<file path="src/hdl/dcp_defines.svh">
// Register offsets, field positions, reset values and timing constants
`ifndef DCP_DEFINES_SVH
`define DCP_DEFINES_SVH
`define DCP_ADDR_W          6
`define DCP_DATA_W          16
`define DCP_OFF_REF_TRIM    6'h03
`define DCP_OFF_OUT_GAIN    6'h07
`define DCP_OFF_GAIN_SPAN   6'h08
`define DCP_OFF_SET_RES     6'h0C
`define DCP_OFF_CAL_CTRL    6'h0D
`define DCP_OFF_CMP_TRIM    6'h0E
`define DCP_OFF_COMMIT      6'h1D
`define DCP_OFF_PAT_STATE   6'h1E
`define DCP_RST_REF_TRIM    16'h0000
`define DCP_RST_OUT_GAIN    16'h0000
`define DCP_RST_GAIN_SPAN   16'h0000
`define DCP_RST_SET_RES     16'h000A
`define DCP_RST_CAL_CTRL    16'h0000
`define DCP_RST_CMP_TRIM    16'h0000
`define DCP_RST_COMMIT      16'h0000
`define DCP_RST_PAT_STATE   16'h0000
`define DCP_CAL_START_BIT   0
`define DCP_CAL_DONE_BIT    1
`define DCP_CAL_DIV_LSB     0
`define DCP_CAL_CLKEN_BIT   3
`define DCP_CAL_EN_BIT      6
`define DCP_CAL_INUSE_BIT   7
`define DCP_CAL_RESET_BIT   8
`define DCP_RES_EN_BIT      15
`define DCP_COMMIT_BIT      0
`define DCP_PAT_RUN_BIT     0
`define DCP_PAT_PLAY_BIT    1
`define DCP_PAT_MEM_BIT     2
`define DCP_PAT_BUF_BIT     3
`define DCP_CAL_STEPS       4'h8
`define DCP_SPEC_RW_MASK    16'h0000
`endif

</file>
<file path="src/hdl/dcp_pkg.sv">
// Types shared by the calibration and pattern register bank
package dcp_pkg;
   typedef logic [15:0] dcp_word_t;
   typedef enum logic [1:0] {
      DCP_CAL_IDLE = 2'b00,
      DCP_CAL_RUN  = 2'b01,
      DCP_CAL_DONE = 2'b10
   } dcp_cal_state_t;
endpackage

</file>
<file path="src/hdl/dcp_shadow_bank.sv">
// Active (committed) copy of the register file, eight words with registered read
`include "dcp_defines.svh"
module dcp_shadow_bank (
   // Clock and reset
   input  wire logic              clock,
   input  wire logic              rst,
   // Commit port
   input  wire logic              commit,
   input  wire dcp_pkg::dcp_word_t pend_words [8],
   // Read port
   input  wire logic [2:0]        rd_idx,
   output dcp_pkg::dcp_word_t     rd_data,
   output dcp_pkg::dcp_word_t     act_words [8]
);
   import dcp_pkg::*;
   dcp_word_t mem_r [8];
   dcp_word_t rd_r;
   always_ff @(posedge clock) begin
      if (rst) begin
         mem_r[0] <= `DCP_RST_REF_TRIM;
         mem_r[1] <= `DCP_RST_OUT_GAIN;
         mem_r[2] <= `DCP_RST_GAIN_SPAN;
         mem_r[3] <= `DCP_RST_SET_RES;
         mem_r[4] <= `DCP_RST_CAL_CTRL;
         mem_r[5] <= `DCP_RST_CMP_TRIM;
         mem_r[6] <= `DCP_RST_COMMIT;
         mem_r[7] <= `DCP_RST_PAT_STATE;
         rd_r     <= 16'h0000;
      end else begin
         if (commit) begin
            mem_r <= pend_words;
         end
         rd_r <= mem_r[rd_idx];
      end
   end
   assign rd_data  = rd_r;
   assign act_words = mem_r;
endmodule

</file>
<file path="src/hdl/dcp_reg_bank.sv">
// Calibration, gain, resistor and pattern-control register bank of the DAC
`include "dcp_defines.svh"
// Notes on behaviour
// - Six-bit reference trim, resets to zero
// - Seven-bit gain applies outside calibration mode
// - Calibrated gain field read-only, writes ignored
// - Two-bit gain span field, resets zero
// - Bit 15 enables internal resistor, reads status
// - Five-bit resistor setting, resets to ten
// - Calibrated resistor value read-only field
// - Six read-only overflow/underflow result flags
// - In-use flag set while results used
// - Enable bit switches on calibration circuitry
// - Clock enable bit gates calibration activity
// - Calibration clock divides by three-bit setting plus one
// - Offset result in read-only seven-bit field
// - Done flag set when calibration completes
// - Writing start bit launches calibration
// - Update bit commits settings, self-clears
// - Buffer readback bit selects active copy
// - Memory access only with enable bit
// - Playing status high while pattern plays
// - Run bit permits pattern, run low stops at pattern end
// - Software reset reloads defaults except register zero
module dcp_reg_bank (
   // Clock and reset
   input  wire logic              clock,
   input  wire logic              rst,
   input  wire logic              soft_reset,
   // Register port from the serial interface, same clock domain
   input  wire logic              reg_wr,
   input  wire logic              reg_rd,
   input  wire logic [5:0]        reg_addr,
   input  wire dcp_pkg::dcp_word_t reg_wdata,
   output dcp_pkg::dcp_word_t     reg_rdata,
   output logic                   reg_rvalid,
   // Pattern engine
   input  wire logic              pat_trigger,
   input  wire logic              pat_end,
   input  wire logic              mem_req,
   output logic                   mem_grant,
   output logic                   pat_playing,
   // Analog settings out
   output logic [5:0]             reference_level_trim,
   output logic [6:0]             gain_setting,
   output logic [1:0]             gain_span_select,
   output logic                   internal_resistor_enable,
   output logic [4:0]             resistor_value_setting,
   output logic [1:0]             offset_trim_span,
   output logic                   cal_clock_tick,
   // Analog calibration results in
   input  wire logic              cal_cmp,
   input  wire logic [6:0]        cal_gain_in,
   input  wire logic [4:0]        cal_res_in,
   input  wire logic [6:0]        cal_offset_in,
   input  wire logic [5:0]        cal_flow_in
);
   import dcp_pkg::*;

   // Pending copies, index order follows the eight offsets
   dcp_word_t      pend_r [8];
   dcp_word_t      pend_nxt [8];
   dcp_word_t      act_w [8];
   dcp_word_t      act_rd_w;
   dcp_cal_state_t cal_st_r;
   dcp_cal_state_t cal_st_nxt;
   logic [2:0]     div_cnt_r;
   logic [3:0]     step_r;
   logic           tick_r;
   logic           cal_done_r;
   logic           cal_inuse_r;
   logic           cal_rst_q_r;
   logic [6:0]     gain_res_r;
   logic [4:0]     res_res_r;
   logic [6:0]     off_res_r;
   logic [5:0]     flow_r;
   logic           cmp_s1_r;
   logic           cmp_s2_r;
   logic           playing_r;
   logic           commit_r;
   logic           rd_hit_r;
   logic           rd_buf_r;
   logic           rd_stage_r;
   dcp_word_t      rd_pend_data_r;
   dcp_word_t      rdata_r;
   logic           rvalid_r;
   logic [5:0]     ref_r;
   logic [6:0]     gain_r;
   logic [1:0]     span_r;
   logic           resen_r;
   logic [4:0]     resv_r;
   logic [1:0]     offspan_r;
   logic           grant_r;

   function automatic logic [3:0] addr_idx(input logic [5:0] a);
      case (a)
         `DCP_OFF_REF_TRIM:  addr_idx = 4'h0;
         `DCP_OFF_OUT_GAIN:  addr_idx = 4'h1;
         `DCP_OFF_GAIN_SPAN: addr_idx = 4'h2;
         `DCP_OFF_SET_RES:   addr_idx = 4'h3;
         `DCP_OFF_CAL_CTRL:  addr_idx = 4'h4;
         `DCP_OFF_CMP_TRIM:  addr_idx = 4'h5;
         `DCP_OFF_COMMIT:    addr_idx = 4'h6;
         `DCP_OFF_PAT_STATE: addr_idx = 4'h7;
         default:            addr_idx = 4'h8;
      endcase
   endfunction

   // Hardware-owned bits per index; host writes never reach them
   function automatic dcp_word_t ro_mask(input logic [2:0] i);
      case (i)
         3'h1:    ro_mask = 16'h7F00;
         3'h3:    ro_mask = 16'h1F00;
         3'h4:    ro_mask = 16'h7E80;
         3'h5:    ro_mask = 16'h7F02;
         3'h7:    ro_mask = 16'h0002;
         default: ro_mask = 16'h0000;
      endcase
   endfunction

   wire logic [3:0] wr_idx_w   = addr_idx(reg_addr);
   wire logic       wr_hit_w   = reg_wr && !wr_idx_w[3];
   wire dcp_word_t  cal_ctl_w  = pend_r[4];
   wire logic       cal_en_w   = cal_ctl_w[`DCP_CAL_EN_BIT];
   wire logic       cal_clk_w  = cal_ctl_w[`DCP_CAL_CLKEN_BIT];
   wire logic [2:0] cal_div_w  = cal_ctl_w[2:0];
   wire logic       cal_rst_w  = cal_ctl_w[`DCP_CAL_RESET_BIT];
   wire logic       cal_rst_fall_w = cal_rst_q_r && !cal_rst_w;
   wire logic       start_wr_w = wr_hit_w && (wr_idx_w[2:0] == 3'h5)
                                 && reg_wdata[`DCP_CAL_START_BIT];
   wire logic       commit_wr_w = wr_hit_w && (wr_idx_w[2:0] == 3'h6)
                                  && reg_wdata[`DCP_COMMIT_BIT];
   wire logic       run_w      = act_w[7][`DCP_PAT_RUN_BIT];
   wire logic       mem_en_w   = act_w[7][`DCP_PAT_MEM_BIT];
   wire logic       buf_rd_w   = pend_r[7][`DCP_PAT_BUF_BIT];
   wire logic       step_w     = tick_r && (cal_st_r == DCP_CAL_RUN);

   // Hardware fields folded over the stored words
   always_comb begin
      pend_nxt = pend_r;
      if (wr_hit_w) begin
         pend_nxt[wr_idx_w[2:0]] = (reg_wdata & ~ro_mask(wr_idx_w[2:0]))
                                  | (pend_r[wr_idx_w[2:0]] & ro_mask(wr_idx_w[2:0]));
      end
      pend_nxt[1][14:8]  = gain_res_r;
      pend_nxt[3][12:8]  = res_res_r;
      pend_nxt[4][14:9]  = flow_r;
      pend_nxt[4][`DCP_CAL_INUSE_BIT] = cal_inuse_r;
      pend_nxt[5][14:8]  = off_res_r;
      pend_nxt[5][`DCP_CAL_DONE_BIT] = cal_done_r;
      pend_nxt[5][`DCP_CAL_START_BIT] = 1'b0;
      pend_nxt[6][`DCP_COMMIT_BIT] = 1'b0;
      pend_nxt[7][`DCP_PAT_PLAY_BIT] = playing_r;
   end

   always_ff @(posedge clock) begin
      if (rst) begin
         pend_r[0] <= `DCP_RST_REF_TRIM;
         pend_r[1] <= `DCP_RST_OUT_GAIN;
         pend_r[2] <= `DCP_RST_GAIN_SPAN;
         pend_r[3] <= `DCP_RST_SET_RES;
         pend_r[4] <= `DCP_RST_CAL_CTRL;
         pend_r[5] <= `DCP_RST_CMP_TRIM;
         pend_r[6] <= `DCP_RST_COMMIT;
         pend_r[7] <= `DCP_RST_PAT_STATE;
      end else if (soft_reset) begin
         // Configuration word at zero lives outside this bank, so all eight reload
         pend_r[0] <= `DCP_RST_REF_TRIM;
         pend_r[1] <= `DCP_RST_OUT_GAIN;
         pend_r[2] <= `DCP_RST_GAIN_SPAN;
         pend_r[3] <= `DCP_RST_SET_RES;
         pend_r[4] <= `DCP_RST_CAL_CTRL;
         pend_r[5] <= `DCP_RST_CMP_TRIM;
         pend_r[6] <= `DCP_RST_COMMIT;
         pend_r[7] <= `DCP_RST_PAT_STATE;
      end else begin
         pend_r <= pend_nxt;
      end
   end

   // Commit pulse copies pending words into the active bank
   always_ff @(posedge clock) begin
      if (rst || soft_reset) begin
         commit_r <= 1'b0;
      end else begin
         commit_r <= commit_wr_w;
      end
   end

   // Active bank reloads its own defaults on a software reset, never stale pending words
   // Read address goes in unregistered so the active word lands with the pending one
   dcp_shadow_bank u_shadow (
      .clock      (clock),
      .rst        (rst || soft_reset),
      .commit     (commit_r),
      .pend_words (pend_nxt),
      .rd_idx     (wr_idx_w[2:0]),
      .rd_data    (act_rd_w),
      .act_words  (act_w)
   );

   // Calibration clock divider; a tick every div+1 cycles, only when gated on
   always_ff @(posedge clock) begin
      if (rst || soft_reset || !cal_clk_w) begin
         div_cnt_r <= 3'h0;
         tick_r    <= 1'b0;
      end else if (div_cnt_r == cal_div_w) begin
         div_cnt_r <= 3'h0;
         tick_r    <= 1'b1;
      end else begin
         div_cnt_r <= div_cnt_r + 3'h1;
         tick_r    <= 1'b0;
      end
   end

   // Comparator is analog, sampled through two flops
   always_ff @(posedge clock) begin
      if (rst) begin
         cmp_s1_r <= 1'b0;
         cmp_s2_r <= 1'b0;
      end else begin
         cmp_s1_r <= cal_cmp;
         cmp_s2_r <= cmp_s1_r;
      end
   end

   always_comb begin
      cal_st_nxt = cal_st_r;
      case (cal_st_r)
         DCP_CAL_IDLE: begin
            if (start_wr_w && cal_en_w && cal_clk_w) begin
               cal_st_nxt = DCP_CAL_RUN;
            end
         end
         DCP_CAL_RUN: begin
            if (!cal_en_w) begin
               cal_st_nxt = DCP_CAL_IDLE;
            end else if (step_w && step_r == `DCP_CAL_STEPS) begin
               cal_st_nxt = DCP_CAL_DONE;
            end
         end
         DCP_CAL_DONE: begin
            if (start_wr_w && cal_en_w && cal_clk_w) begin
               cal_st_nxt = DCP_CAL_RUN;
            end else if (cal_rst_fall_w) begin
               cal_st_nxt = DCP_CAL_IDLE;
            end
         end
         default: cal_st_nxt = DCP_CAL_IDLE;
      endcase
   end

   always_ff @(posedge clock) begin
      if (rst || soft_reset) begin
         cal_st_r    <= DCP_CAL_IDLE;
         step_r      <= 4'h0;
         cal_done_r  <= 1'b0;
         cal_inuse_r <= 1'b0;
         cal_rst_q_r <= 1'b0;
         gain_res_r  <= 7'h00;
         res_res_r   <= 5'h00;
         off_res_r   <= 7'h00;
         flow_r      <= 6'h00;
      end else begin
         cal_st_r    <= cal_st_nxt;
         cal_rst_q_r <= cal_rst_w;
         if (cal_st_r != DCP_CAL_RUN) begin
            step_r <= 4'h0;
         end else if (step_w && cmp_s2_r) begin
            step_r <= step_r + 4'h1;
         end else if (step_w) begin
            step_r <= step_r + 4'h1;
         end
         // Completion wins over a results clear landing in the same cycle
         if (cal_st_r == DCP_CAL_RUN && cal_st_nxt == DCP_CAL_DONE) begin
            gain_res_r  <= cal_gain_in;
            res_res_r   <= cal_res_in;
            off_res_r   <= cal_offset_in;
            flow_r      <= cal_flow_in;
            cal_done_r  <= 1'b1;
            cal_inuse_r <= cal_en_w;
         end else if (cal_rst_fall_w) begin
            gain_res_r  <= 7'h00;
            res_res_r   <= 5'h00;
            off_res_r   <= 7'h00;
            flow_r      <= 6'h00;
            cal_done_r  <= 1'b0;
            cal_inuse_r <= 1'b0;
         end else if (cal_st_nxt == DCP_CAL_RUN) begin
            cal_done_r  <= 1'b0;
         end
         if (!cal_en_w) begin
            cal_inuse_r <= 1'b0;
         end
      end
   end

   // Pattern play status: a trigger starts it while run is set; run low stops at end
   always_ff @(posedge clock) begin
      if (rst || soft_reset) begin
         playing_r <= 1'b0;
      end else if (!playing_r && run_w && pat_trigger) begin
         playing_r <= 1'b1;
      end else if (playing_r && pat_end && !run_w) begin
         playing_r <= 1'b0;
      end
   end

   // Read path: two cycles so the active bank read can land
   always_ff @(posedge clock) begin
      if (rst) begin
         rd_hit_r       <= 1'b0;
         rd_buf_r       <= 1'b0;
         rd_stage_r     <= 1'b0;
         rd_pend_data_r <= 16'h0000;
         rdata_r        <= 16'h0000;
         rvalid_r       <= 1'b0;
      end else begin
         rd_stage_r <= reg_rd;
         if (reg_rd) begin
            rd_hit_r       <= !wr_idx_w[3];
            rd_buf_r       <= buf_rd_w;
            rd_pend_data_r <= wr_idx_w[3] ? 16'h0000 : pend_r[wr_idx_w[2:0]];
         end
         rvalid_r <= rd_stage_r;
         if (rd_stage_r) begin
            rdata_r <= !rd_hit_r ? 16'h0000 :
                       rd_buf_r  ? act_rd_w : rd_pend_data_r;
         end
      end
   end

   // Analog controls follow the active bank, gain and resistor value take calibration results while in use
   always_ff @(posedge clock) begin
      if (rst) begin
         ref_r     <= 6'h00;
         gain_r    <= 7'h00;
         span_r    <= 2'h0;
         resen_r   <= 1'b0;
         resv_r    <= 5'h0A;
         offspan_r <= 2'h0;
         grant_r   <= 1'b0;
      end else begin
         ref_r     <= act_w[0][5:0];
         gain_r    <= cal_inuse_r ? gain_res_r : act_w[1][6:0];
         span_r    <= act_w[2][1:0];
         resen_r   <= act_w[3][`DCP_RES_EN_BIT];
         resv_r    <= cal_inuse_r ? res_res_r : act_w[3][4:0];
         offspan_r <= act_w[4][5:4];
         grant_r   <= mem_req && mem_en_w;
      end
   end

   assign reg_rdata                = rdata_r;
   assign reg_rvalid               = rvalid_r;
   assign mem_grant                = grant_r;
   assign pat_playing              = playing_r;
   assign reference_level_trim     = ref_r;
   assign gain_setting             = gain_r;
   assign gain_span_select         = span_r;
   assign internal_resistor_enable = resen_r;
   assign resistor_value_setting   = resv_r;
   assign offset_trim_span         = offspan_r;
   assign cal_clock_tick           = tick_r;

   property p_commit_clears;
      @(posedge clock) disable iff (rst || soft_reset)
      commit_wr_w |=> commit_r && pend_r[6][0] == 1'b0;
   endproperty
   a_commit_clears: assert property (p_commit_clears) else $error("commit bit stuck");

   property p_grant;
      @(posedge clock) disable iff (rst)
      grant_r |-> $past(mem_req) && $past(mem_en_w);
   endproperty
   a_grant: assert property (p_grant) else $error("memory grant without enable");

   property p_no_tick_gated;
      @(posedge clock) disable iff (rst)
      !cal_clk_w ##1 !cal_clk_w |-> !tick_r;
   endproperty
   a_no_tick_gated: assert property (p_no_tick_gated) else $error("tick while gated");

   property p_ro_gain;
      @(posedge clock) disable iff (rst || soft_reset)
      ##1 pend_r[1][14:8] == $past(gain_res_r);
   endproperty
   a_ro_gain: assert property (p_ro_gain) else $error("gain result field written");

   property p_done_flag;
      @(posedge clock) disable iff (rst || soft_reset)
      cal_st_r == DCP_CAL_DONE |-> cal_done_r;
   endproperty
   a_done_flag: assert property (p_done_flag) else $error("done flag missing");

   property p_stop_run;
      @(posedge clock) disable iff (rst || soft_reset)
      playing_r && pat_end && !run_w |=> !playing_r;
   endproperty
   a_stop_run: assert property (p_stop_run) else $error("pattern did not stop");

   property p_cal_off;
      @(posedge clock) disable iff (rst || soft_reset)
      !cal_en_w |=> cal_st_r != DCP_CAL_RUN;
   endproperty
   a_cal_off: assert property (p_cal_off) else $error("calibration ran disabled");

   property p_rst_clear;
      @(posedge clock) disable iff (rst || soft_reset)
      cal_rst_fall_w |=> flow_r == 6'h00 && !cal_done_r;
   endproperty
   a_rst_clear: assert property (p_rst_clear) else $error("results not cleared");

   c_cal_done: cover property (@(posedge clock) cal_st_r == DCP_CAL_DONE);
   c_play:     cover property (@(posedge clock) playing_r);
   c_commit:   cover property (@(posedge clock) commit_r);
endmodule

</file>
<file path="config.mk">
export PLATFORM = sky130hd
export DESIGN_NAME = dcp_reg_bank
export DESIGN_NICKNAME = d
export VERILOG_FILES = /design/src/hdl/dcp_pkg.sv /design/src/hdl/dcp_shadow_bank.sv /design/src/hdl/dcp_reg_bank.sv
export VERILOG_INCLUDE_DIRS = /design/src /design/src/hdl
export SDC_FILE = /design/constraint.sdc
export NUM_CORES = 1
export LEC_CHECK = 0
export BUFFER_PORTS_ARGS = -buffer_cell sky130_fd_sc_hd__buf_2
export CAP_MARGIN = 25
export CORE_MARGIN = 1
export CORE_UTILIZATION = 40
export DETAILED_ROUTE_END_ITERATION = 8
export GPL_ROUTABILITY_DRIVEN = 1
export GPL_TIMING_DRIVEN = 0
export PLACE_DENSITY = 0.59
export SLEW_MARGIN = 20
export SYNTH_ARGS = -nofsm -noshare
export SYNTH_HDL_FRONTEND = slang
export SYNTH_SLANG_ARGS = --single-unit
</file>
<file path="constraint.sdc">
create_clock -name clock -period 6.2 [get_ports clock]
set_input_delay 0.62 -clock clock [delete_from_list [all_inputs] [get_ports clock]]
set_output_delay 0.62 -clock clock [all_outputs]
set_load 0.02 [all_outputs]
</file>
* Yosys cells after proc, flatten, opt, wreduce, memory -nomap -nowiden
Memory sizes are Yosys's and may differ from the RTL's. Cells that the tools add are included.
Word-level totals: register bits after elaboration 372, ROM bits 128, bits of input ports 56, output and inout bits 43, word-level logic and storage cells 146, memories 1
Memory list:
- (name not given) | depth 32, bits a word 4, read ports 1, clocked after memory_dff 0, write ports 0, line dcp_reg_bank.sv:96 | case (a)
Operators by class: add/subtract/negate cells 2, $lt $le $gt $ge 2, equality and inequality tests 13, muxes and demuxes 41, bitwise operators 6, reductions and logical operators 34
Operators by type and width (count):
- 2-to-1 mux 16 bit | 9
- bitwise mux 128 bit | 1
- 2-to-1 mux 128 bit | 1
- binary-select mux 16 bit (select 3 bit) | 2
- case mux 15 bit (5 select lines) | 1
- demux 16 bit (select 3 bit) | 1
- bitwise AND 16 bit | 2
- 2-to-1 mux 7 bit | 4
- logical AND 1 bit | 18
- inverter 16 bit | 1
- OR 16 bit | 1
- 2-to-1 mux 5 bit | 3
- == test 3 bit, second input constant | 4
- 2-to-1 mux 4 bit | 3
- 2-to-1 mux 6 bit | 2
- 2-to-1 mux 2 bit | 5
- 2-to-1 mux 1 bit | 8
- OR reduction 2 bit | 4
- case mux 2 bit (3 select lines) | 1
- nonzero test 2 bit | 3
- zero test 1 bit | 5
- adder 4 x 1 -> 4 bit, second input constant | 1
- == test 2 x 1 -> 1 bit, second input constant | 2
- == test 2 bit, second input constant | 2
- 13 further kinds | 14

* Longest topological paths before layout
Gate-level depths: netlist (run 1). An unclocked memory read counts as a cell.
word-level depth 14, depth in mapped cells 11, gate-level depth less buffers 8

* Modules after synthesis
From an unflattened synthesis (run 1), not the netlist that was laid out.
Unflattened totals: cell total of the unflattened synthesis 1408, area, all modules 15374.7 µm²
By module, submodules not included:
- dcp_reg_bank | times used 1, cells an instance 903, area an instance 9509.1 µm²
- dcp_shadow_bank | times used 1, cells an instance 505, area an instance 5865.6 µm²

* Least setup slack after synthesis (run 1)
OpenSTA, ideal clock, no wires.
kind input to register, start point in reg_addr[0], end point reg u_shadow.mem_r, in the netlist u_shadow.act_words[67], data arrival time 2.311 ns, path slack 3.753 ns, stages on the path 8, cells stage by stage inv_1 > ha_1 > nand3_4 > a21o_1 > or4_1 > buf_2 > mux2i_1 > a31oi_1
On the way: longest elaborated chain between the ends 10, elaborated cells on any way between the ends 17
RTL lines:
- from (decl) | line dcp_reg_bank.sv:33 | input wire logic [5:0] reg_addr,
- memory (32 x 4 bit) (*)
- 2-to-1 mux 4 bit (*) | line dcp_reg_bank.sv:96
- inverter 3 -> 4 bit | line dcp_reg_bank.sv:142, dcp_reg_bank.sv:143
- binary-select mux 16 bit (select 3 bit) | line dcp_reg_bank.sv:143 | | (pend_r[wr_idx_w[2:0]] & ro_mask(wr_idx_w[2:0]));
- 2-to-1 mux 16 bit (implied by the code) (2 in a row) | line dcp_reg_bank.sv:143
- bitwise AND 16 bit | line dcp_reg_bank.sv:143
- OR 16 bit | line dcp_reg_bank.sv:143
- bitwise mux 128 bit | line dcp_reg_bank.sv:142 | pend_nxt[wr_idx_w[2:0]] = (reg_wdata & ~ro_mask(wr_idx_w[2:0]))
- 2-to-1 mux 128 bit (*) | line dcp_reg_bank.sv:141 | if (wr_hit_w) begin
- to (signal assigned) | line dcp_shadow_bank.sv:31 | mem_r <= pend_words;
- to (decl) | line dcp_shadow_bank.sv:16 | dcp_word_t mem_r [8];
Mark *: on every way between the ends. The rest lies on a longest branch, timed or not. The select of a mux whose other input is x is not followed. A chain may end at the register's enable or synchronous reset.

* Worst setup path in the final report (run 1)
start point in reg_addr[0], end point reg rd_pend_data_r[1]
On the way: longest elaborated chain between the ends 7
RTL lines:
- memory (32 x 4 bit) (*)
- 2-to-1 mux 4 bit (*) | line dcp_reg_bank.sv:96
- inverter 3 -> 4 bit (implied by the code) | line dcp_reg_bank.sv:323 | rd_pend_data_r <= wr_idx_w[3] ? 16'h0000 : pend_r[wr_idx_w[2:0]];
- binary-select mux 16 bit (select 3 bit) | line dcp_reg_bank.sv:323
- 2-to-1 mux 16 bit (implied by the code) (2 in a row) | line dcp_reg_bank.sv:323
- 2-to-1 mux 16 bit (*) | line dcp_reg_bank.sv:323
- to (signal assigned) | line dcp_reg_bank.sv:323
- to (decl) | line dcp_reg_bank.sv:84 | dcp_word_t rd_pend_data_r;
Marks and branches as above.

==> results of run 1 <==
through the flow:
step	area (um^2)	power, mW	utilization
after floorplan	14800	2.55	-
after global placement	15800	2.67	0.439
after detailed placement	15800	2.67	0.439
after CTS	17000	4.87	0.473
after global routing	17000	4.99	0.473
final	17000	4.87	0.473
state kept, by name, summed over array words and instances, names as in the netlist, 2 cells and up:
register,count
u_shadow.act_words,126
pend_r,109
cal_ctl_w,16
rd_pend_data_r,16
reg_rdata,16
u_shadow.rd_data,16
gain_res_r,7
gain_setting,7
off_res_r,7
flow_r,6
reference_level_trim,6
res_res_r,5
resistor_value_setting,5
step_r,4
div_cnt_r,3
cal_st_r,2
gain_span_select,2
offset_trim_span,2
worst min path at each step:
| stage | endpoint | slack, ps | cells after the start |
|---|---|---|---|
| floorplan | rd_pend_data_r[15]$_SDFFE_PP0P_ | 420 | 2 |
| global placement | rd_pend_data_r[3]$_SDFFE_PP0P_ | 440 | 2 |
| detailed placement | rd_pend_data_r[2]$_SDFFE_PP0P_ | 440 | 2 |
| CTS | gain_res_r[6]$_SDFFE_PP0P_ | 290 | 2 |
| global route | gain_res_r[6]$_SDFFE_PP0P_ | 300 | 2 |
| finish | gain_res_r[6]$_SDFFE_PP0P_ | 300 | 2 |
logic make-up (layout without fill, tap and decap cells):
kind of cell / Yosys count / count (layout) / synth area share
and+or+nand+nor: 623 / 623 / 0.195
DFF: 368 / 368 / 0.499
AOI/OAI and AO/OA: 358 / 358 / 0.153
muxes: 147 / 147 / 0.101
buffers and inverters: 144 / 301 / 0.0421
xor gates and xnor gates: 7 / 7 / 0.00416
adders and majority gates: 6 / 6 / 0.00509
other: 0 / 1 / 0
per-layer routing:
layer	vias to the layer above	wire length, um
met4	2	1740
met2	707	23200
met3	117	6320
met1	6204	23400
li1	6011	-
met5	-	13
power by group through the flow:
stage / clock (mW) / combinational, mW / sequential, mW
3_5_place_dp: 0 / 0.245 / 2.43
6_report: 2.25 / 0.255 / 2.37
4_1_cts: 2.25 / 0.246 / 2.37
3_3_place_gp: 0 / 0.246 / 2.43
5_1_grt: 2.35 / 0.263 / 2.37
2_1_floorplan: 0 / 0.129 / 2.43
cells in the mapped netlist, drive strengths merged, types with 5 or more instances:
| cell | instances |
|---|---|
| or3 | 5 |
| nor2 | 188 |
| clkbuf | 87 |
| nor2b | 36 |
| nand2 | 239 |
| buf | 46 |
| a211o | 8 |
| a22o | 41 |
| a32o | 5 |
| and2 | 31 |
| o211ai | 6 |
| nor3 | 20 |
| mux2 | 17 |
| a32oi | 14 |
| mux2i | 130 |
| o31ai | 12 |
| a21oi | 108 |
| inv | 11 |
| ha | 6 |
| o21ai | 95 |
| dfxtp | 368 |
| and3 | 33 |
| xnor2 | 5 |
| a31oi | 47 |
| nand3 | 45 |
layout make-up:
type                    count  area [um^2]  area share
diodes                      1         2.50    0.000147
plain buffers             133          581      0.0342
clock buffers              58         1150      0.0677
clock inverters             9         47.5     0.00280
inverters                  11         41.3     0.00243
multi-input cells        1141         6770       0.398
flip-flops and latches    368         7370       0.434
well taps                 461          577      0.0340
repair buffers             90          458      0.0270
placed cells by master, fill, tap and decap left out, drive strengths merged, types with 4 or more instances in the layout:
master    n
clkbuf  145
nor4      4
or3       5
xnor2     5
nor2b    36
o31ai    12
a22o     41
nand3b    4
a31oi    47
o32ai     4
nand2   239
inv      11
mux2     17
and2     31
buf     135
a211o     8
ha        6
a32oi    14
mux2i   130
nor3     20
and3     33
nand4     4
nand2b    4
dfxtp   368
a21oi   108
a32o      5
nor2    188
clkinv    8
nand3    45
o211ai    6
o21ai    95
==> flow_summary.ini, run 1 <==
[setup_path]
critical_path.cell_chain = buf_2, inv_1, ha_1, nand3_2, nor2_4, a2bb2oi_1, nand2_1, a2111oi_0, a211o_1
slowest_stage = a2111oi_0
cp-startpoint = reg_addr[0]
cpLargestDelayFamily = compound AO/OA/AOI/OAI gates
crit_path_max_fanout = 8
cp.depth = 9
cp.arrival_ps = 3850
end_kind = flop
cp.required_ps = 6670
r2r-end = u_shadow.act_words[53]$_SDFFE_PP0P_
r2r_setup_slack_ps = 3420
rr_startpoint = commit_r$_SDFF_PP0_
max_stage_delay_ps = 940
r2r_cells = 5
cp_num_buf_inv = 2
crit_end = rd_pend_data_r[1]$_SDFFE_PP0P_
start_kind = input port
worstSetupPathType = in -> reg

[drt]
vias = 13000
drtPass1Iterations = 5
wl_mm = 54.7
ant_nets = 0
routedWlPerCell_um = 24.1
viasPerCell = 5.74
drc = 0
drt_iter0_drc = 1370

[floorplan]
core_mm2 = 0.0359
start_util = 0.411
fp.dieH_um = 194
rows = 69
pin_count = 99
die_w_um = 194
die-area_mm2 = 0.0377

[synth]
synth_seq_area_share = 0.499
postSynth.asyncResetShare = 0
avgSynthCellArea_um2 = 8.93
yosys.area.top_type_share = 0.499
synthTopCellsByArea = dfxtp_1 50%, mux2i_1 8.8%, nand2_1 6.1%
synth_edf_count = 0
synth_area_mm2 = 0.0148
synth_warnings = 0
ys.flop_type = dfxtp_1
syn_nets = 1715
synth.distinct_cells = 63
yosysTopAreaCell = dfxtp_1
synth-seq-cells = 368
synth_cells = 1653

[cells_and_area]
post_route_cells_drive_above_1_share = 0.119
num-fill-cells = 3537
fin_nets = 1847
instances_no_fill = 2272
area_delta_synth_final_pct = 15.1

[global_route]
grt-ovfl-total = 0
track_usage = 0.287
grt_pass1_wl_mm = 80.8
first_global_vias = 12500
antenna_found_initial = 3
use_met1 = 0.394
top_usage_layer = met2
use_met2 = 0.440
grt_max_degree = 14
use_met3 = 0.0685

[timing]
period_needed_ps = 3370
fin_ws_ps = 2830
clock_skew_ps = 10.4
setup-tns-final_ps = 0
rsz0062_at_grt = false
hold_viol_final = 0
fin_crit_sh = 0.544
holdWs_ps = 297
slew_viol_final = 0
setup_violations = 0
relSlewSlack = 0.338
max_freq_mhz = 296
worst_pin_slew_ps = 994

[clocking]
clk_pin_slew_ps = 60
numCtsBuffers = 40
htree_levels = 2
clkLatencyLatePin_ps = 530
tritoncts = built
cts_buffer_depth = 3
postCtsSetupBuffers = 0
cts_root_buffer = clkbuf_16
cts_resized = 0
ctsHoldBuffers = 0
numClockSinks = 368

[status]
status = completed

[run]
max_cap_violations = 0

[hold_path]
hp-class = in -> reg
hold_start = cal_gain_in[6]

[place]
io_buffers = 89
dp.cells = 2203
place.gp.congestion = 0.981
hpwl_mm = 39.8
pre_cts_ws_ps = 2370

[pwr]
combPwrFrac = 0.052
switching_share = 0.239
switching_power_mw = 1.16
p_int_mw = 3.71
leakage_nw = 6.67
p_seq_frac = 0.487
power.density_mw_per_mm2 = 287
p_clk_frac = 0.461
vdd_drop_max_v = 0.000186
Power figures use the tool's default switching activity.
==> run 2, diff against run 1 <==
--- a/config.mk
+++ b/config.mk
@@ -6,6 +6,7 @@
 export SDC_FILE = /design/constraint.sdc
 export NUM_CORES = 1
 export LEC_CHECK = 0
+export ABC_AREA = 1
 export BUFFER_PORTS_ARGS = -buffer_cell sky130_fd_sc_hd__buf_2
 export CAP_MARGIN = 25
 export CORE_MARGIN = 1
@@ -13,7 +14,7 @@
 export DETAILED_ROUTE_END_ITERATION = 8
 export GPL_ROUTABILITY_DRIVEN = 1
 export GPL_TIMING_DRIVEN = 0
-export PLACE_DENSITY = 0.59
+export PLACE_DENSITY = 0.58
 export SLEW_MARGIN = 20
 export SYNTH_ARGS = -nofsm -noshare
 export SYNTH_HDL_FRONTEND = slang
==> constraint.sdc (replaced) <==
create_clock -name clock -period 3.2 [get_ports clock]
set_input_delay 0.32 -clock clock [delete_from_list [all_inputs] [get_ports clock]]
set_output_delay 0.32 -clock clock [all_outputs]
set_load 0.02 [all_outputs]
==> flow_summary.ini, run 2 <==
[floorplan]
start_util = 0.407
fp.dieH_um = 203
die_w_um = 203
pin_count = 99
core_mm2 = 0.0399
die-area_mm2 = 0.0414
rows = 73

[synth]
postSynth.asyncResetShare = 0
synth_area_mm2 = 0.0162
yosysTopAreaCell = dfxtp_1
synth.most_common_cell = nand2_1
synth-seq-cells = 368
yosys.area.top_type_share = 0.454
ys.flop_type = dfxtp_1
synthTopCellsByArea = dfxtp_1 45%, nand2_1 15%, nor2_1 5.8%
synth_cells = 2346
synth_edf_count = 0
synth_top_cells_by_count = 660 x nand2_1, 368 x dfxtp_1, 249 x nor2_1, 235 x inv_1, 169 x a21oi_1
synth_seq_area_share = 0.454
synth.distinct_cells = 39
avgSynthCellArea_um2 = 6.92
syn_nets = 2408
synth_warnings = 0

[clocking]
cts_resized = 0
clkLatencyLatePin_ps = 590
numClockSinks = 368
tritoncts = built
cts_root_buffer = clkbuf_16
clk_pin_slew_ps = 60
htree_levels = 2
numCtsBuffers = 42
cts_buffer_depth = 3

[setup_path]
r2r_cells = 6
cp.required_ps = 3620
crit_path_max_fanout = 10
end_kind = flop
worstSetupPathType = in -> reg
cp.arrival_ps = 3300
start_kind = input port

[place]
io_buffers = 95
place.gp.congestion = 0.981
hpwl_mm = 53.2
pre_cts_ws_ps = -61.7
place_area_mm2 = 0.0174
dp.cells = 2966

[hold_path]
hp-class = in -> reg
holdPathStages = 3

[cells_and_area]
largest_register_ff_count = 126
fin_nets = 2574
fin_util = 0.480
instances_no_fill = 3073
fin_area_mm2 = 0.0192
final_cell_mix = 660 x nand2_1, 368 x dfxtp_1, 249 x nor2_1, 235 x inv_1, 169 x a21oi_1
final_common_cell = nand2_1
area_delta_synth_final_pct = 18.0
post_route_cells_drive_above_1_share = 0.0919

[drt]
drt_iter0_drc = 2076
drtPass1Iterations = 5
wl_mm = 70.4
drc = 0
ant_nets = 0
vias = 16600
viasPerCell = 5.40
routedWlPerCell_um = 22.9

[timing]
setup_violations = 0
clock_skew_ps = 29.9
worst_pin_slew_ps = 1120
hold_viol_final = 0
rsz0062_at_grt = false
fin_crit_sh = 0.899
slew_viol_final = 0
max_freq_mhz = 348
fin_ws_ps = 323
relSlewSlack = 0.252
period_needed_ps = 2880

[global_route]
grt_pass1_wl_mm = 101
first_global_vias = 15000
track_usage = 0.339
antenna_found_initial = 0
grt-ovfl-total = 0
grt_max_degree = 15

[pwr]
leakage_nw = 8.14
power_mw = 10.6
power.density_mw_per_mm2 = 551
vdd_drop_max_v = 0.000416

[status]
status = completed

[run]
max_cap_violations = 0
==> run 2: critical path: stages <==
cell and delay [ps]:
buf_2 120, inv_1 70, ha_1 330, nand4_4 230, a21oi_4 380, nand2_1 110, inv_1 80, clkbuf_1 700
a22oi_1 360, nand2_1 150, nor2_1 50, nor2_1 380
==> run 2: final timing paths <==
check                              start                             endpoint  slack [ps]
setup / recovery             reg_addr[0]      u_shadow.rd_data[14]$_SDFF_PP0_         320
hold / removal                   pat_end             pat_playing$_SDFFE_PP0P_          40
setup reg to reg     commit_r$_SDFF_PP0_  u_shadow.act_words[81]$_SDFFE_PP0P_         710
hold reg to reg   flow_r[1]$_SDFFE_PP0P_             cal_ctl_w[10]$_SDFF_PP0_         460
==> run 2: power breakdown <==
part	total (mW)	internal (mW)	switching (mW)	leakage, nW
Combinational	0.705	0.161	0.544	4.43
Sequential	4.60	4.59	0.00630	2.96
Clock	5.25	3.16	2.09	0.737
Total	10.6	7.92	2.64	8.14
==> run 2: cell families (layout without fill, tap and decap cells) <==
| group | count (synthesis) | in the layout | share of synthesized area |
|---|---|---|---|
| DFF | 368 | 368 | 0.454 |
| buffers and inverters | 397 | 597 | 0.0958 |
| AOI/OAI and AO/OA | 405 | 405 | 0.141 |
| adders and majority gates | 6 | 6 | 0.00462 |
| xor gates and xnor gates | 5 | 5 | 0.00270 |
| other | 0 | 2 | 0 |
| and+or+nand+nor | 1165 | 1165 | 0.302 |
==> run 2: repair_timing <==
item | in CTS | in global routing
setup buffers | 0 | 0
hold buffers | 26 | 0
hold endpoints to repair | 26 | 0
==> run 2: final cells by class <==
cell class                 instances  area [um^2]
buffer                           155          647
clock buffer                      50         1150
fill                            4133        20800
antenna                            2         5.00
sequential                       368         7370
timing repair buffer             122          743
multi-input combinational       1581         7310
clock inverter                    28          362
inverter                         242          908
tap                              525          657
==> run 2: metal layers <==
metal  part of all wire  track usage  wire length (um)  vias to the layer above
met5                  0            0                 0                        -
li1                   -            -                 -                     7882
met1               0.46        0.493             32100                     7708
met4              0.034        0.117              2380                        0
met2               0.42        0.503             29300                      871
met3              0.094       0.0575              6630                      138
==> run 2: per-stage QoR <==
step	hold WS, ps	TNS (ps)
final	38.1	0
after CTS	6.96	0
after floorplan	416	0
after detailed placement	448	-200
after global routing	12.1	0
after global placement	441	-266
